--- src/hsr_cfg.svh ---
`ifndef HSR_CFG_SVH
`define HSR_CFG_SVH
// register offsets
`define HSR_OFS_CH12_LIMIT 8'h03
`define HSR_OFS_CH12_FAULT 8'h04
`define HSR_OFS_LATCH_CHAN 8'h07
`define HSR_OFS_LATCH_OC 8'h08
`define HSR_OFS_FET_STATUS 8'h09
// reset values
`define HSR_RST_CH12_LIMIT 8'hbf
`define HSR_RST_CH12_FAULT 8'h01
// field positions
`define HSR_BIT_PG_LOST 4
`define HSR_BIT_TIMEOUT 5
`define HSR_BIT_LO_PG_LOST 6
`define HSR_BIT_LO_TIMEOUT 7
`define HSR_BIT_OC 4
`define HSR_BIT_FTR 5
`define HSR_BIT_LO_OC 6
`define HSR_BIT_LO_FTR 7
`define HSR_BIT_BLOCK 3
`define HSR_BIT_PASS 4
`define HSR_BIT_REVERSE 5
`define HSR_BIT_LO_GATE 7
`define HSR_BIT_HP 6
`define HSR_BIT_ORING 7
`define HSR_BIT_EN 5
`define HSR_BIT_UV 6
`define HSR_BIT_DS 7
// timing: fault time unit 0.45 ms = 450000 ns, clock period 5 ns
`define HSR_FT_UNIT_NS 450000
`define HSR_CLK_NS 5
`define HSR_FT_UNIT_CYC (`HSR_FT_UNIT_NS / `HSR_CLK_NS)
`endif

--- src/hsr_pkg.sv ---
package hsr_pkg;
	typedef logic [7:0] hsr_byte_t;
	typedef enum logic [1:0] {
		HSR_OFF,
		HSR_WAIT_DISCHARGE,
		HSR_ON
	} hsr_state_t;
endpackage

--- src/hsr_regs.sv ---
`timescale 1ns/10ps
`default_nettype none
`include "hsr_cfg.svh"
// Contract
// - hi rail power-good loss sets latch bit 4, held until read
// - hi rail fault timer expiry sets latch bit 5
// - lo rail power-good loss sets latch bit 6
// - lo rail fault timer expiry sets latch bit 7
// - channel latch register read-only, cleared after a read
// - overcurrent latch register read-only, cleared after a read
// - hi rail current limiting sets overcurrent bit 4
// - hi rail fast trip sets overcurrent bit 5
// - lo rail current limiting sets overcurrent bit 6
// - lo rail fast trip sets overcurrent bit 7
// - fet status live; bit 4 pass gate, bit 5 reverse state
// - fet status bit 3 high while blocking gate commanded high
// - fet status bit 7 high when lo rail gate driven on
// - limit code all ones is maximum, all zeros is quarter
// - cleared limit bits lower by 5, 10, 20, 40 percent
// - power-good code 11 selects highest, 00 lowest threshold
// - high-power bit moves oring turn-off threshold positive
// - oring allow cleared holds blocking gate low
// - fault time equals code times 0.45 ms; code 0 never times out
// - master enable cleared drives pass and blocking gates low
// - discharged-start waits for output below bleed threshold
// - bleed connect cleared disconnects discharge path
// - hi rail power-good latch also set at each turn-on
module hsr_regs (
	// clock and reset
	input wire logic i_mclk,
	input wire logic i_reset,
	// register access from the serial engine
	input wire logic i_wr_stb,
	input wire logic i_rd_stb,
	input wire hsr_pkg::hsr_byte_t i_addr,
	input wire hsr_pkg::hsr_byte_t i_wdata,
	output var hsr_pkg::hsr_byte_t o_rdata,
	output logic o_rvalid,
	// analog comparator levels
	input wire logic i_hi_rail_output_above_pg,
	input wire logic i_lo_rail_output_above_pg,
	input wire logic i_lo_rail_timeout,
	input wire logic i_hi_rail_in_limit,
	input wire logic i_hi_rail_fasttrip,
	input wire logic i_lo_rail_in_limit,
	input wire logic i_lo_rail_fasttrip,
	input wire logic i_hi_rail_pass_gate_state,
	input wire logic i_lo_rail_reverse_state,
	input wire logic i_lo_rail_gate_state,
	input wire logic i_hi_rail_output_discharged,
	input wire logic i_hi_rail_oring_on_req,
	// analog controls
	output var logic [3:0] o_hi_rail_limit_code,
	output var logic [1:0] o_hi_rail_pgood_code,
	output logic o_hi_rail_oring_high_power,
	output logic o_blocking_gate_out,
	output logic o_hi_rail_pass_gate_on,
	output logic o_hi_rail_bleed_connect
);
	import hsr_pkg::*;

	// ************************************************
	// configuration registers
	// ************************************************
	hsr_byte_t limit_cfg_ff;
	hsr_byte_t fault_cfg_ff;
	hsr_byte_t chan_latch_ff;
	hsr_byte_t oc_latch_ff;
	hsr_state_t state_ff;
	logic [4:0] ft_units_ff;
	logic [31:0] ft_cyc_ff;
	logic pg_prev_ff;
	logic tripped_ff; // timed out; held off until enable is cycled
	logic turn_on_pulse;
	logic hi_timeout;
	logic rd_chan;
	logic rd_oc;
	hsr_byte_t fet_live;
	hsr_byte_t chan_set;
	hsr_byte_t oc_set;

	assign rd_chan = i_rd_stb && (i_addr == `HSR_OFS_LATCH_CHAN);
	assign rd_oc = i_rd_stb && (i_addr == `HSR_OFS_LATCH_OC);

	// host writes; latch and status registers ignore writes
	always_ff @(posedge i_mclk) begin
		if (i_reset) begin
			limit_cfg_ff <= `HSR_RST_CH12_LIMIT;
			fault_cfg_ff <= `HSR_RST_CH12_FAULT;
		end else if (i_wr_stb) begin
			if (i_addr == `HSR_OFS_CH12_LIMIT) begin
				limit_cfg_ff <= i_wdata;
			end else if (i_addr == `HSR_OFS_CH12_FAULT) begin
				fault_cfg_ff <= i_wdata;
			end
		end
	end

	// ************************************************
	// hi rail channel control
	// ************************************************
	// on/off sequencing; discharged-start gates entry to on
	always_ff @(posedge i_mclk) begin
		if (i_reset) begin
			state_ff <= HSR_OFF;
		end else begin
			case (state_ff)
				HSR_OFF: begin
					if (fault_cfg_ff[`HSR_BIT_EN] && !tripped_ff && !hi_timeout) begin
						if (fault_cfg_ff[`HSR_BIT_UV] && !i_hi_rail_output_discharged) begin
							state_ff <= HSR_WAIT_DISCHARGE;
						end else begin
							state_ff <= HSR_ON;
						end
					end
				end
				HSR_WAIT_DISCHARGE: begin
					if (!fault_cfg_ff[`HSR_BIT_EN]) begin
						state_ff <= HSR_OFF;
					end else if (i_hi_rail_output_discharged) begin
						state_ff <= HSR_ON;
					end
				end
				HSR_ON: begin
					// timeout latches the channel off until enable is cycled
					if (!fault_cfg_ff[`HSR_BIT_EN] || hi_timeout) begin
						state_ff <= HSR_OFF;
					end
				end
				default: begin
					state_ff <= HSR_OFF;
				end
			endcase
		end
	end

	assign turn_on_pulse = (state_ff != HSR_ON) && fault_cfg_ff[`HSR_BIT_EN] && !tripped_ff &&
		(!fault_cfg_ff[`HSR_BIT_UV] || i_hi_rail_output_discharged);

	// fault timer: runs while limiting, code times the unit
	assign hi_timeout = (state_ff == HSR_ON) && i_hi_rail_in_limit &&
		(ft_units_ff == fault_cfg_ff[4:0]) && (fault_cfg_ff[4:0] != 5'h0_0);
	always_ff @(posedge i_mclk) begin
		if (i_reset || state_ff != HSR_ON || !i_hi_rail_in_limit) begin
			ft_cyc_ff <= 32'h0000_0000;
			ft_units_ff <= 5'h0_0;
		end else if (ft_cyc_ff == 32'(`HSR_FT_UNIT_CYC - 1)) begin
			ft_cyc_ff <= 32'h0000_0000;
			if (ft_units_ff != 5'h1_f) begin
				ft_units_ff <= ft_units_ff + 5'h0_1;
			end
		end else begin
			ft_cyc_ff <= ft_cyc_ff + 32'h0000_0001;
		end
	end

	// analog drive outputs, registered
	always_ff @(posedge i_mclk) begin
		if (i_reset) begin
			o_hi_rail_limit_code <= 4'hf;
			o_hi_rail_pgood_code <= 2'h3;
			o_hi_rail_oring_high_power <= 1'b0;
			o_blocking_gate_out <= 1'b0;
			o_hi_rail_pass_gate_on <= 1'b0;
			o_hi_rail_bleed_connect <= 1'b0;
		end else begin
			// code passed as weights; analog side scales 25% to 100%
			o_hi_rail_limit_code <= limit_cfg_ff[3:0];
			o_hi_rail_pgood_code <= limit_cfg_ff[5:4];
			o_hi_rail_oring_high_power <= limit_cfg_ff[`HSR_BIT_HP];
			o_blocking_gate_out <= (state_ff == HSR_ON) && limit_cfg_ff[`HSR_BIT_ORING] &&
				i_hi_rail_oring_on_req;
			o_hi_rail_pass_gate_on <= (state_ff == HSR_ON);
			o_hi_rail_bleed_connect <= fault_cfg_ff[`HSR_BIT_DS];
		end
	end

	// ************************************************
	// latched event registers
	// ************************************************
	always_comb begin
		chan_set = 8'h00;
		chan_set[`HSR_BIT_PG_LOST] = (pg_prev_ff && !i_hi_rail_output_above_pg) ||
			turn_on_pulse;
		chan_set[`HSR_BIT_TIMEOUT] = hi_timeout;
		chan_set[`HSR_BIT_LO_PG_LOST] = 1'b0;
		chan_set[`HSR_BIT_LO_TIMEOUT] = i_lo_rail_timeout;
		oc_set = 8'h00;
		oc_set[`HSR_BIT_OC] = i_hi_rail_in_limit;
		oc_set[`HSR_BIT_FTR] = i_hi_rail_fasttrip;
		oc_set[`HSR_BIT_LO_OC] = i_lo_rail_in_limit;
		oc_set[`HSR_BIT_LO_FTR] = i_lo_rail_fasttrip;
	end

	// lo rail power-good edge memory; timeout trip latch, cleared while enable is low
	logic lo_pg_prev_ff;
	always_ff @(posedge i_mclk) begin
		if (i_reset || !fault_cfg_ff[`HSR_BIT_EN]) begin
			tripped_ff <= 1'b0;
		end else if (hi_timeout) begin
			tripped_ff <= 1'b1;
		end
	end

	// edge memory registers
	always_ff @(posedge i_mclk) begin
		if (i_reset) begin
			pg_prev_ff <= 1'b0;
			lo_pg_prev_ff <= 1'b0;
		end else begin
			pg_prev_ff <= i_hi_rail_output_above_pg;
			lo_pg_prev_ff <= i_lo_rail_output_above_pg;
		end
	end

	// clear on read; a set in the same cycle wins
	always_ff @(posedge i_mclk) begin
		if (i_reset) begin
			chan_latch_ff <= 8'h00;
		end else begin
			chan_latch_ff <= ((rd_chan ? 8'h00 : chan_latch_ff) | chan_set |
				{1'b0, lo_pg_prev_ff && !i_lo_rail_output_above_pg, 6'h00}) &
				8'hf0;
		end
	end

	always_ff @(posedge i_mclk) begin
		if (i_reset) begin
			oc_latch_ff <= 8'h00;
		end else begin
			oc_latch_ff <= ((rd_oc ? 8'h00 : oc_latch_ff) | oc_set) & 8'hf0;
		end
	end

	// ************************************************
	// read path
	// ************************************************
	// live status, no latching
	always_comb begin
		fet_live = 8'h00;
		fet_live[`HSR_BIT_BLOCK] = o_blocking_gate_out;
		fet_live[`HSR_BIT_PASS] = i_hi_rail_pass_gate_state;
		fet_live[`HSR_BIT_REVERSE] = i_lo_rail_reverse_state;
		fet_live[`HSR_BIT_LO_GATE] = i_lo_rail_gate_state;
	end

	// read data one cycle after strobe; unmapped reads give zero
	always_ff @(posedge i_mclk) begin
		if (i_reset) begin
			o_rdata <= 8'h00;
			o_rvalid <= 1'b0;
		end else begin
			o_rvalid <= i_rd_stb;
			if (!i_rd_stb) begin
				o_rdata <= o_rdata;
			end else if (i_addr == `HSR_OFS_CH12_LIMIT) begin
				o_rdata <= limit_cfg_ff;
			end else if (i_addr == `HSR_OFS_CH12_FAULT) begin
				o_rdata <= fault_cfg_ff;
			end else if (i_addr == `HSR_OFS_LATCH_CHAN) begin
				o_rdata <= chan_latch_ff;
			end else if (i_addr == `HSR_OFS_LATCH_OC) begin
				o_rdata <= oc_latch_ff;
			end else if (i_addr == `HSR_OFS_FET_STATUS) begin
				o_rdata <= fet_live;
			end else begin
				o_rdata <= 8'h00;
			end
		end
	end
endmodule
`default_nettype wire

--- config.mk ---
export PLATFORM = sky130hd
export DESIGN_NAME = hsr_regs
export DESIGN_NICKNAME = d
export VERILOG_FILES = /design/src/hsr_pkg.sv /design/src/hsr_regs.sv
export VERILOG_INCLUDE_DIRS = /design/src /design/src/src
export SDC_FILE = /design/constraint.sdc
export NUM_CORES = 1
export LEC_CHECK = 0
export ABC_AREA = 1
export BUFFER_PORTS_ARGS = -buffer_cell sky130_fd_sc_hd__buf_4
export CORE_ASPECT_RATIO = 1.5
export CORE_MARGIN = 2
export CORE_UTILIZATION = 60
export CTS_BUF_LIST = sky130_fd_sc_hd__clkbuf_4 sky130_fd_sc_hd__clkbuf_8
export CTS_CLUSTER_DIAMETER = 100
export CTS_CLUSTER_SIZE = 40
export DETAILED_ROUTE_END_ITERATION = 10
export HOLD_SLACK_MARGIN = 0.02
export PLACE_DENSITY = 0.82
export SLEW_MARGIN = 20
export SYNTH_ARGS = -nofsm -noshare
export SYNTH_HDL_FRONTEND = slang
export SYNTH_SLANG_ARGS = --single-unit
export TNS_END_PERCENT = 30
--- constraint.sdc ---
create_clock -name i_mclk -period 3.8 [get_ports i_mclk]
set_input_delay 0 -clock i_mclk [delete_from_list [all_inputs] [get_ports i_mclk]]
set_output_delay 0 -clock i_mclk [all_outputs]
set_load 0.02 [all_outputs]
# ---- Yosys cells after proc, flatten, opt, wreduce, memory -nomap -nowiden
# Index checks and enable logic that the tools add are counted.
dict set report word_totals {
  register_bits 93
  input_bits 32
  output_inout_bits 19
  word_cells 89
}
dict set report op_classes {
  addsub 2
  eq_ne 14
  mux 13
  bitwise_logic 4
  reduce_logical 36
}
# op count
set ops {}
lappend ops {{2-to-1 mux 8 bit} 7}
lappend ops {{adder 32 x 1 -> 32 bit (second input constant)} 1}
lappend ops {{equality test 32 x 17 -> 1 bit (second input constant)} 1}
lappend ops {{equality test 8 x 3 -> 1 bit (second input constant)} 2}
lappend ops {{equality test 8 x 4 -> 1 bit (second input constant)} 2}
lappend ops {{bitwise OR 8 bit} 2}
lappend ops {{logical AND 1 bit} 15}
lappend ops {{2-to-1 mux 2 bit} 5}
lappend ops {{equality test 8 x 2 -> 1 bit (second input constant)} 1}
lappend ops {{zero test 1 bit} 8}
lappend ops {{bitwise OR 8 x 7 -> 8 bit} 1}
lappend ops {{logical OR 1 bit} 6}
lappend ops {{!= test 2 bit (second input constant)} 3}
lappend ops {{one-hot mux 2 bit (3 select lines)} 1}
lappend ops {{AND reduction 3 bit} 2}
lappend ops {{adder 5 x 1 -> 5 bit (second input constant)} 1}
lappend ops {{equality test 5 bit} 1}
lappend ops {{!= test 5 bit (second input constant)} 1}
lappend ops {{nonzero test 5 bit} 1}
lappend ops {{AND reduction 2 bit} 2}
lappend ops {{!= test 3 bit (second input constant)} 1}
lappend ops {{equality test 2 x 1 -> 1 bit (second input constant)} 1}
lappend ops {{equality test 2 bit (second input constant)} 1}
lappend ops {{zero test 2 bit} 1}
lappend ops {{other kinds (2)} 2}

# ---- Depth between registers and ports, before layout
# Gate-level depths: netlist of the first run.
dict set report logic_depth {
  word_depth 8
  mapped_depth 12
  ltp_nobuf 12
}

# ---- Least setup slack after synthesis of the first run
# No wires, ideal clock.
dict set report synth_timing {
  kind {reg2reg}
  startpoint {register ft_cyc_ff[0]}
  endpoint {register ft_cyc_ff[10]}
  t_arrival_ps 1379
  path_slack_ps 2308
  stages_incl_launch_ff 12
  path_buffers 1
  synth_period_minus_slack_ps 1492
  path_cell_list {dfxtp_1 > ha_1 > nand2_1 > inv_2 > nand2_2 > nor2_2 > nand3_4 > nor2_8 > nor2_8 > inv_8 > buf_8 > nor2_1}
}
dict set report synth_via {
  elab_chain_len 2
  elab_cells_between_ends 3
  classes_between {1 x add/sub; 1 x eq/ne; 1 x reduce/logical}
}
# item line
set synth_lines {}
lappend synth_lines {{start: declaration} hsr_regs.sv:71} ;# logic [31:0] ft_cyc_ff;
lappend synth_lines {{start signal: assignment} hsr_regs.sv:153} ;# ft_cyc_ff <= ft_cyc_ff + 32'h0000_0001;
lappend synth_lines {{parallel branches: the longest is 2 deep, another holds adder 32 x 1 -> 32 bit} --}
# Parallel ways; which one is timed is not known.
# A chain may end at the register's enable or synchronous reset.

# ---- Final worst setup path of the first run
dict set report layout_timing {
  startpoint {register ft_cyc_ff[10]}
  endpoint {register ft_cyc_ff[22]}
}
# Same word-level chain as after synthesis.

==> impl_summary.log, run 1 <==
INFO  metric outcome = completed
INFO  metric routed-via-count = 3,959
INFO  metric nets = 683
INFO  metric place_hpwl = 7400 microns
INFO  metric power_internal = 1.26 mW
INFO  metric first_pass_grt_wire_length = 17,400 microns
INFO  metric seq_area_frac_synth = 0.411
INFO  metric synthMostInstantiatedCell = nand2_1
INFO  metric clockPowerShare = 0.396
INFO  metric die_width = 71.8 microns
INFO  metric grt_setup_unrepaired = no
INFO  metric power.share.sequential = 0.547
INFO  metric worstMarginPinSlew = 667 ps
INFO  metric synthDominantCellAreaShare = 0.411
INFO  metric core_area = 6760 sq um
INFO  metric multi_input_area = 2040 sq um
INFO  metric first_pass_iters = 4
INFO  metric final_critical_path_setup_slack = 2120 ps
INFO  metric power.density_cell_area = 332 nW/um^2
INFO  metric layout-drive-gt1-share = 0.173
INFO  metric synth_top_cells_by_area = dfxtp_1 (41%), nand2_1 (12%), inv_1 (6.8%), nor2_1 (6.0%), nand3_1 (5.9%)
INFO  metric floorplan.initialDensity = 0.613
INFO  metric cts.repair_timing.setup_buffer_count = 0
INFO  metric filler_cell_count = 532
INFO  metric post-route-min-period = 1680 ps
INFO  metric crit_type = reg2reg
INFO  metric tns = 0 ps
INFO  metric final_antenna_net_count = 0
INFO  metric fmax = 0.594 GHz
INFO  metric drc_errors = 0
INFO  metric clock-skew-final = 11.2 ps
INFO  metric place.gp.congestion = 0.950
INFO  metric finalCritPeriodShare = 0.443
INFO  metric synth.top_cells.by_count = nand2_1 (127), dfxtp_1 (85), inv_1 (75), nor2_1 (66), nand3_1 (49)
INFO  metric drt-vias-per-instance = 5.42
INFO  metric syn2layout_area_growth = 20.0%
INFO  metric ctsResizeCount = 0
INFO  metric die_y = 106 microns
INFO  metric yosysWarningCount = 0
INFO  metric tritoncts.num_buffers = 9
INFO  metric synth-edff-count = 0
INFO  metric clk_path_buf_depth = 2
INFO  metric final_core_utilization = 0.735
INFO  metric most_used_flip_flop_cell_after_synthesis = dfxtp_1
INFO  metric leakage = 1.99 nW
INFO  metric die_area = 7590 sq um
INFO  metric wire_length_per_cell = 14.1 microns
INFO  metric pwr-share-comb = 0.057
INFO  metric critPathLaunchType = flop
INFO  metric path_max_fanout = 6
INFO  metric swShare = 0.234
INFO  metric buffer_ports.inserted = 50
INFO  metric max_slew_margin = 0.555
INFO  metric report.final.hold_viol_count = 0
INFO  metric syn-instance-count = 575
INFO  metric ff_latch_area = 1700 sq um
INFO  metric drt_iter0_drc = 185
INFO  metric final-instance-count-excl-fill = 731
INFO  metric hp-class = in2reg
INFO  metric wirelength = 10,300 microns
INFO  metric max_cap_viol_count = 0
INFO  metric ys_types = 39
INFO  metric grt.total_usage = 0.289
INFO  metric ioPinCount = 51
INFO  metric dp.cells = 692
INFO  metric globalRouteOverflowTotal = 0
INFO  metric synth_area_per_cell = 7.20 sq um
INFO  metric postSynth.asyncResetShare = 0
INFO  metric cts_tree = done
INFO  metric setup_viol = 0
INFO  metric yosys.area.top_type = dfxtp_1
INFO  metric antennaDiodeCount = 0
INFO  metric synthesis.area = 4140 sq um
INFO  metric standard_cell_rows = 37
INFO  metric ctsHtreeMaxLevel = 3
INFO  metric count_of_pins_over_their_slew_limit = 0
INFO  metric largest_net_degree_at_the_start_of_global_routing = 29
INFO  metric first_global_vias = 4,059
INFO  metric clock-root-buffer = clkbuf_8
INFO  metric worst_ep_required_time = 4040 ps
INFO  metric cts.reportedPaths.clkPinSlew = 90 ps
INFO  metric clock_latency = 350 ps
INFO  metric net-switching-power = 387 uW
INFO  metric syn-num-nets = 610
INFO  metric antenna_found_initial = 0
INFO  metric critical_path.endpoint_type = flop
INFO  metric irDropWorstVdd = 0.392 mV
INFO  metric cp_data_arrival_time = 1920 ps
INFO  metric clock-sinks = 85
INFO  metric synth-seq-cells = 85
INFO  metric dp_worst_setup_slack = 2110 ps
## metrics by stage
stage          instance area, sq um  total power [mW]  hold WS (ps)
2_1_floorplan                  4140             0.955          80.2
3_3_place_gp                   4540             0.994           206
4_1_cts                        4970              1.66          53.6
3_5_place_dp                   4540             0.995           217
6_report                       4970              1.65          90.7
5_1_grt                        4970              1.71          57.9
## cell usage in the layout (no fill, tap or decap), types with 8 or more instances in the layout
cell type      Yosys  layout
inv_1             75      75
nand3_1           49      49
nand2_1          127     127
o211ai_1          11      11
clkbuf_8           0       9
o21ai_0           18      18
nor2_1            66      66
nor3_1            18      18
xor2_1            10      10
buf_4              2      50
dfxtp_1           85      85
dlygate4sd3_1      0      23
a21oi_1           36      36
inv_2              8       8
## area by class of cell
type	count	share of cell area
clock buffers	10	0.0264
inverters	85	0.0657
clock inverters	6	0.0144
repair buffers	73	0.122
flip-flops and latches	85	0.342
multi-input cells	394	0.410
well taps	78	0.0196
## worst max-delay path, cell delays in order, from the launching register on
cell     delay [ps]
dfxtp_1         400
nand2_1         120
nor2_1          240
nand2_1         160
nor2_4          240
nand3_1         160
nor3_1          180
nor3_1           80
## logic make-up after synthesis
kind of cell,share of synthesized area
AO/OA/AOI/OAI,0.113
flip-flops,0.411
buffers and inverters,0.0973
XOR/XNOR,0.0212
adder cells (fa/ha/maj),0.00907
AND/OR/NAND/NOR,0.349
## power groups by stage
stage                     Clock, mW  Combinational [mW]  Sequential (mW)
after floorplan                   0              0.0292            0.926
after global placement            0              0.0692            0.924
after detailed placement          0              0.0708            0.925
after CTS                     0.663              0.0904            0.904
after global routing          0.709               0.100            0.905
final                         0.654              0.0939            0.904
## repair_timing
action | 4_1_cts | 5_1_grt
hold buffers | 23 | 0
endpoints found under the hold margin | 45 | 0
endpoints found under the setup margin | 0 | 0
## per-layer routing
metal  GRT usage  up-vias  share of wire
li1            -     1985              -
met1       0.286     1805           0.37
met2       0.542      123           0.54
met3      0.0583       46          0.037
met4       0.159        0          0.052
met5           0        -              0
## flip-flops by register name, indices dropped and copies added, names as in the netlist, 2 cells and up
name / cells
oc_latch_ff: 4
chan_latch_ff: 4
fault_cfg_ff: 8
state_ff: 2
ft_units_ff: 5
o_hi_rail_limit_code: 4
o_hi_rail_pgood_code: 2
ft_cyc_ff: 32
limit_cfg_ff: 8
o_rdata: 8
## path summary, 6_finish.rpt
kind                                    start                 endpoint  slack (ps)  depth (start not counted)
hold / removal    i_hi_rail_output_discharged              state_ff[1]          90                          6
setup reg to reg                ft_cyc_ff[10]            ft_cyc_ff[22]        2120                          7
hold reg to reg               limit_cfg_ff[5]  o_hi_rail_pgood_code[1]         450                          2
setup / recovery                ft_cyc_ff[10]            ft_cyc_ff[22]        2120                          7
(Power assumes the default switching activity.)
==> run 2: changes to the inputs <==
--- a/config.mk
+++ b/config.mk
@@ -10,13 +10,13 @@
 export BUFFER_PORTS_ARGS = -buffer_cell sky130_fd_sc_hd__buf_4
 export CORE_ASPECT_RATIO = 1.5
 export CORE_MARGIN = 2
-export CORE_UTILIZATION = 60
+export CORE_UTILIZATION = 54
 export CTS_BUF_LIST = sky130_fd_sc_hd__clkbuf_4 sky130_fd_sc_hd__clkbuf_8
 export CTS_CLUSTER_DIAMETER = 100
 export CTS_CLUSTER_SIZE = 40
 export DETAILED_ROUTE_END_ITERATION = 10
 export HOLD_SLACK_MARGIN = 0.02
-export PLACE_DENSITY = 0.82
+export PLACE_DENSITY = 0.78
 export SLEW_MARGIN = 20
 export SYNTH_ARGS = -nofsm -noshare
 export SYNTH_HDL_FRONTEND = slang
==> constraint.sdc (replaced) <==
create_clock -name i_mclk -period 1.4 [get_ports i_mclk]
set_input_delay 0 -clock i_mclk [delete_from_list [all_inputs] [get_ports i_mclk]]
set_output_delay 0 -clock i_mclk [all_outputs]
set_load 0.02 [all_outputs]
==> run 2 against run 1 <==
Setup slack worse by 2200 ps; largest power group unchanged; clock skew is 4.5 ps lower; worst hold slack worse by 52 ps; the flow now finishes with violations (negative setup slack); final cell count is 11% higher.
==> impl_summary.log, run 2 (synthesized netlist as in run 1, its figures left out) <==
INFO  metric length_in_cells_of_the_worst_reg_to_reg_path = 8
INFO  metric critical_path.reg2reg.endpoint = ft_units_ff[0]
INFO  metric max_cap_viol_count = 0
INFO  metric count_of_pins_over_their_slew_limit = 0
INFO  metric busiest_layer = met2
INFO  metric grt.total_usage = 0.269
INFO  metric critical_path.most_common_cell = nand3_2
INFO  metric path_max_fanout = 4
INFO  metric critPathSlowestCell = dfxtp_1
INFO  metric first_global_vias = 4,097
INFO  metric standard_cell_rows = 39
INFO  metric wire_length_per_cell = 13.3 microns
INFO  metric design_area = 5670 sq um
INFO  metric final_critical_path_setup_slack = -101 ps
INFO  metric top_register = ft_cyc_ff
INFO  metric routed-via-count = 4,177
INFO  metric critPathLaunchType = flop
INFO  metric drc_errors = 0
INFO  metric power = 4.49 mW
INFO  metric hp-class = in2reg
INFO  metric min_delay_worst_endpoint = o_rdata[5]
INFO  metric nets = 740
INFO  metric ioPinCount = 51
INFO  metric filler_cell_count = 604
INFO  metric power.density_cell_area = 793 nW/um^2
INFO  metric post-route-min-period = 1500 ps
INFO  metric most_common_library_cell_in_the_layout_ignoring_fill_and_taps = nand2_1
INFO  metric buffer_ports.inserted = 50
INFO  metric layout-drive-gt1-share = 0.315
INFO  metric tns = -887 ps
INFO  metric irDropWorstVdd = 0.557 mV
INFO  metric tritoncts.num_buffers = 9
INFO  metric worst_r2r_startpoint = ft_cyc_ff[30]
INFO  metric first_pass_grt_wire_length = 17,400 microns
INFO  metric clock_latency = 370 ps
INFO  metric final_antenna_net_count = 0
INFO  metric clock-skew-final = 6.74 ps
INFO  metric number_of_flip_flops_under_the_largest_register_name = 32
INFO  metric worst_ep_required_time = 1690 ps
INFO  metric largest_net_degree_at_the_start_of_global_routing = 25
INFO  metric antennaDiodeCount = 0
INFO  metric rrSetupSlack = -100 ps
INFO  metric clock-root-buffer = clkbuf_8
INFO  metric met3_usage = 0.0345
INFO  metric critical_path.cell_chain = inv_1 > nand4_1 > nor2_1 > nand3_2 > nor2_8 > buf_6 > nand3_2 > a21oi_2
INFO  metric outcome = finished with violations
INFO  metric worstMarginPinSlew = 337 ps
INFO  metric cts.reportedPaths.clkPinSlew = 80 ps
INFO  metric antenna_found_initial = 0
INFO  metric place_hpwl = 7450 microns
INFO  metric die_y = 111 microns
INFO  metric grt_util_met2 = 0.472
INFO  metric die_width = 75.5 microns
INFO  metric setup_viol = 26
INFO  metric postPlaceCellArea = 4970 sq um
INFO  metric drt_iter0_drc = 171
INFO  metric core_area = 7510 sq um
INFO  metric critical_path.endpoint_type = flop
INFO  metric leakage = 2.37 nW
INFO  metric beginning_of_the_worst_hold_path = i_lo_rail_reverse_state
INFO  metric max_stage_delay = 320 ps
INFO  metric cts_tree = done
INFO  metric syn2layout_area_growth = 36.9%
INFO  metric report.final.hold_viol_count = 0
INFO  metric globalRouteOverflowTotal = 0
INFO  metric finalCritPeriodShare = 1.07
INFO  metric globalRouteMet1Util = 0.279
INFO  metric max_slew_margin = 0.775
INFO  metric crit_type = reg2reg
INFO  metric fmax = 0.666 GHz
INFO  metric grt_setup_unrepaired = yes
INFO  metric floorplan.initialDensity = 0.551
INFO  metric drt-vias-per-instance = 5.14
INFO  metric die_area = 8400 sq um
INFO  metric clk_path_buf_depth = 2
INFO  metric min_path_cells = 5
INFO  metric most-common-layout-cells = nand2_1 (125), buf_4 (104), inv_1 (73)
INFO  metric cp_data_arrival_time = 1790 ps
INFO  metric wirelength = 10,800 microns
INFO  metric clock-sinks = 85
INFO  metric place.gp.congestion = 0.935
INFO  metric first_pass_iters = 4
INFO  metric failed_checks = negative setup slack
INFO  metric ctsHtreeMaxLevel = 3
## run 2: cell count changes in the layout (fill, tap and decap cells not counted), moves of 8 or more
cell / previous run / this run
buf_4: 50 / 104
nor3_1: 18 / 7
dfxtp_1: 85 / 71
dfxtp_2: 0 / 13
nand3_1: 49 / 40
nand3_2: 0 / 8
nor3_2: 4 / 14
## run 2: layout make-up
| type | count | area (sq um) | area share |
|---|---|---|---|
| clock buffer | 12 | 153 | 0.0269 |
| clock inverter | 4 | 47.5 | 0.00839 |
| inverter | 85 | 334 | 0.0589 |
| multi-input combinational | 394 | 2240 | 0.396 |
| sequential | 85 | 1720 | 0.304 |
| tap | 102 | 128 | 0.0225 |
| timing repair buffer | 129 | 1030 | 0.182 |
| timing repair inverter | 1 | 8.76 | 0.00155 |
## run 2: routing by layer
metal	up-vias	share of wire
met4	0	0.055
met2	115	0.53
met3	46	0.034
met1	1913	0.38
met5	-	0
li1	2103	-
## run 2: metrics by stage
| stage | utilization | hold WS, ps | worst slack, ps | instances |
|---|---|---|---|---|
| 2_1_floorplan | - | 80.2 | 6.61 | 575 |
| 3_3_place_gp | 0.662 | 207 | -106 | 767 |
| 3_5_place_dp | 0.662 | 214 | -148 | 767 |
| 4_1_cts | 0.734 | 34.2 | -97.1 | 811 |
| 5_1_grt | 0.754 | 114 | -200 | 812 |
| 6_report | 0.754 | 38.2 | -101 | 812 |
## run 2: worst max-delay path, delay by kind of cell (launching register included)
| kind | cells | cell delay (ps) |
|---|---|---|
| compound gates | 1 | 180 |
| buf+inv | 2 | 240 |
| flops | 1 | 320 |
| simple gates | 5 | 690 |
## run 2: what timing repair did
action                                 in CTS  in global routing
pin swaps                                  10                  9
setup endpoints to repair                  35                 43
resized for setup                          21                 41
endpoints found under the hold margin      45                  0
setup buffers                               4                  1
gates cloned                                1                  0
hold buffers                               23                  0
## run 2: worst max-delay path by stage
stage                             start             end  cells after the start  slack, ps
after global routing       ft_cyc_ff[1]   ft_cyc_ff[10]                     12       -200
after global placement    ft_cyc_ff[17]   ft_cyc_ff[10]                      8       -110
after detailed placement   ft_cyc_ff[0]   ft_cyc_ff[26]                     11       -150
final                     ft_cyc_ff[30]  ft_units_ff[0]                      8       -100
after floorplan            ft_cyc_ff[1]   ft_cyc_ff[10]                     11          7
after CTS                  ft_cyc_ff[0]   ft_cyc_ff[10]                     12       -100
## run 2: where the power goes
group          internal (mW)  switching (mW)  leakage, nW
clock network          0.908           0.881        0.103
registers               2.44          0.0116        0.696
logic                  0.138           0.119         1.57
total                   3.48            1.01         2.37
==> run 3: changes to the inputs <==
--- a/config.mk
+++ b/config.mk
@@ -17,6 +17,8 @@
 export DETAILED_ROUTE_END_ITERATION = 10
 export HOLD_SLACK_MARGIN = 0.02
 export PLACE_DENSITY = 0.78
+export RECOVER_POWER = 25
+export REMOVE_ABC_BUFFERS = 1
 export SLEW_MARGIN = 20
 export SYNTH_ARGS = -nofsm -noshare
 export SYNTH_HDL_FRONTEND = slang
==> run 3 against run 2 <==
The flow still finishes with violations (negative setup slack); critical path depth rose by 1; combinational power fell by 5%; global-route usage rose by 0.21 points; sequential share of layout area rose by 0.35 points; clock power rose by 11%; utilization fell by 0.63 points; first-iteration DRC count rose by 1.8%; die area did not move; largest cell class unchanged; largest power group unchanged.
==> impl_summary.log, run 3 (synthesized netlist as in run 1, its figures left out) <==
INFO  metric outcome = finished with violations
INFO  metric failed_checks = negative setup slack
INFO  metric antennaDiodeCount = 0
INFO  metric tns = -2420 ps
INFO  metric filler_cell_count = 572
INFO  metric drt_iter0_drc = 174
INFO  metric length_in_cells_of_the_worst_reg_to_reg_path = 9
INFO  metric die_area = 8400 sq um
INFO  metric clock-sinks = 85
INFO  metric globalRouteOverflowTotal = 0
INFO  metric drt-vias-per-instance = 5.24
INFO  metric multi_input_area = 2220 sq um
INFO  metric die_y = 111 microns
INFO  metric fmax = 0.646 GHz
INFO  metric nets = 736
INFO  metric top_register = ft_cyc_ff
INFO  metric first_pass_grt_wire_length = 17,500 microns
INFO  metric grt_setup_unrepaired = yes
INFO  metric worstMarginPinSlew = 610 ps
INFO  metric cts.reportedPaths.clkPinSlew = 80 ps
INFO  metric standard_cell_rows = 39
INFO  metric grt.total_usage = 0.271
INFO  metric post-route-min-period = 1550 ps
INFO  metric core_area = 7510 sq um
INFO  metric power.density_cell_area = 833 nW/um^2
INFO  metric place_hpwl = 7500 microns
INFO  metric final_critical_path_setup_slack = -147 ps
INFO  metric path_max_fanout = 7
INFO  metric max_cap_viol_count = 0
INFO  metric final_antenna_net_count = 0
INFO  metric final-instance-count-excl-fill = 808
INFO  metric routed-via-count = 4,232
INFO  metric hp-class = in2reg
INFO  metric max_slew_margin = 0.594
INFO  metric cp_data_arrival_time = 1810 ps
INFO  metric antenna_found_initial = 0
INFO  metric place.gp.congestion = 0.935
INFO  metric final_core_utilization = 0.748
INFO  metric leakage = 2.32 nW
INFO  metric count_of_pins_over_their_slew_limit = 0
INFO  metric ctsHtreeMaxLevel = 3
INFO  metric clk_path_buf_depth = 2
INFO  metric critPathLaunchType = flop
INFO  metric critical_path.endpoint_type = flop
INFO  metric first_pass_iters = 5
INFO  metric min_path_cells = 3
INFO  metric irDropWorstVdd = 0.565 mV
INFO  metric dp.cells = 764
INFO  metric drc_errors = 0
INFO  metric floorplan.initialDensity = 0.551
INFO  metric power = 4.68 mW
INFO  metric report.final.hold_viol_count = 0
INFO  metric buffer_ports.inserted = 50
INFO  metric number_of_flip_flops_under_the_largest_register_name = 32
INFO  metric layout-drive-gt1-share = 0.305
INFO  metric tritoncts.num_buffers = 9
INFO  metric cts_tree = done
INFO  metric ioPinCount = 51
INFO  metric most-common-layout-cells = nand2_1 (118), buf_4 (93), inv_1 (72)
INFO  metric wire_length_per_cell = 13.8 microns
INFO  metric wirelength = 11,200 microns
INFO  metric syn2layout_area_growth = 35.8%
INFO  metric design_area = 5620 sq um
INFO  metric largest_net_degree_at_the_start_of_global_routing = 26
INFO  metric die_width = 75.5 microns
INFO  metric finalCritPeriodShare = 1.11
INFO  metric clock-root-buffer = clkbuf_8
INFO  metric crit_type = reg2reg
INFO  metric ff_latch_area = 1730 sq um
INFO  metric clock-skew-final = 7.18 ps
INFO  metric postPlaceCellArea = 4930 sq um
INFO  metric first_global_vias = 4,210
INFO  metric worst_ep_required_time = 1660 ps
INFO  metric most_common_library_cell_in_the_layout_ignoring_fill_and_taps = nand2_1
INFO  metric clock_latency = 360 ps
INFO  metric setup_viol = 37
==> run 3: cell count changes in the layout (fill, tap and decap cells not counted), sizes merged <==
cell         previous run  this run
inv                    85        86
dlygate4sd3            23        18
clkbuf                 12        22
bufinv                  1         2
buf                   106        95
==> run 3: critical path, stage by stage (launching register included) <==
cell and delay (ps):
dfxtp_1 320, inv_1 90, nand4_1 90, nor2_1 210, nand3_2 160, nor2_8 230, nor2_8 90, buf_12 140
inv_12 70, nor2_1 50
==> run 3: what timing repair did <==
action	4_1_cts	5_1_grt
gates resized for setup	26	46
setup endpoints to repair	37	41
hold endpoints to repair	42	0
pin swaps	10	13
hold buffers	19	0
gates cloned	2	0
setup buffers	4	4
==> run 3: path summary, 6_finish.rpt <==
| path | from | slack [ps] | endpoint |
|---|---|---|---|
| setup / recovery | ft_cyc_ff[30] | -150 | ft_cyc_ff[19] |
| hold / removal | i_rd_stb | 20 | o_rdata[3] |
| setup reg to reg | ft_cyc_ff[30] | -150 | ft_cyc_ff[19] |
| hold reg to reg | limit_cfg_ff[0] | 440 | o_hi_rail_limit_code[0] |
==> run 3: power breakdown <==
group / switching (mW) / total, mW / internal [mW]
Sequential: 0.0124 / 2.45 / 2.43
Clock: 0.886 / 1.99 / 1.10
Combinational: 0.118 / 0.242 / 0.124
==> run 3: per-stage QoR <==
| stage | setup WS (ps) | hold slack (ps) |
|---|---|---|
| floorplan | -43.8 | 69.1 |
| global placement | -140 | 206 |
| detailed placement | -212 | 212 |
| CTS | -117 | 24.8 |
| global route | -226 | 37.0 |
| finish | -147 | 16.8 |
==> run 3: area by class of cell <==
class                   count  share of cell area
repair buffers            124               0.169
multi-input cells         394               0.395
flip-flops and latches     85               0.307
clock inverters             5              0.0145
inverters                  85              0.0594
repair inverters            2             0.00445
clock buffers              11              0.0269
well taps                 102              0.0227
==> run 3: layer usage <==
layer	vias to the layer above	global-route usage	part of all wire
met5	-	0	0
met4	0	0.205	0.067
met2	148	0.489	0.55
met3	57	0.0536	0.036
li1	2091	-	-
met1	1936	0.249	0.35
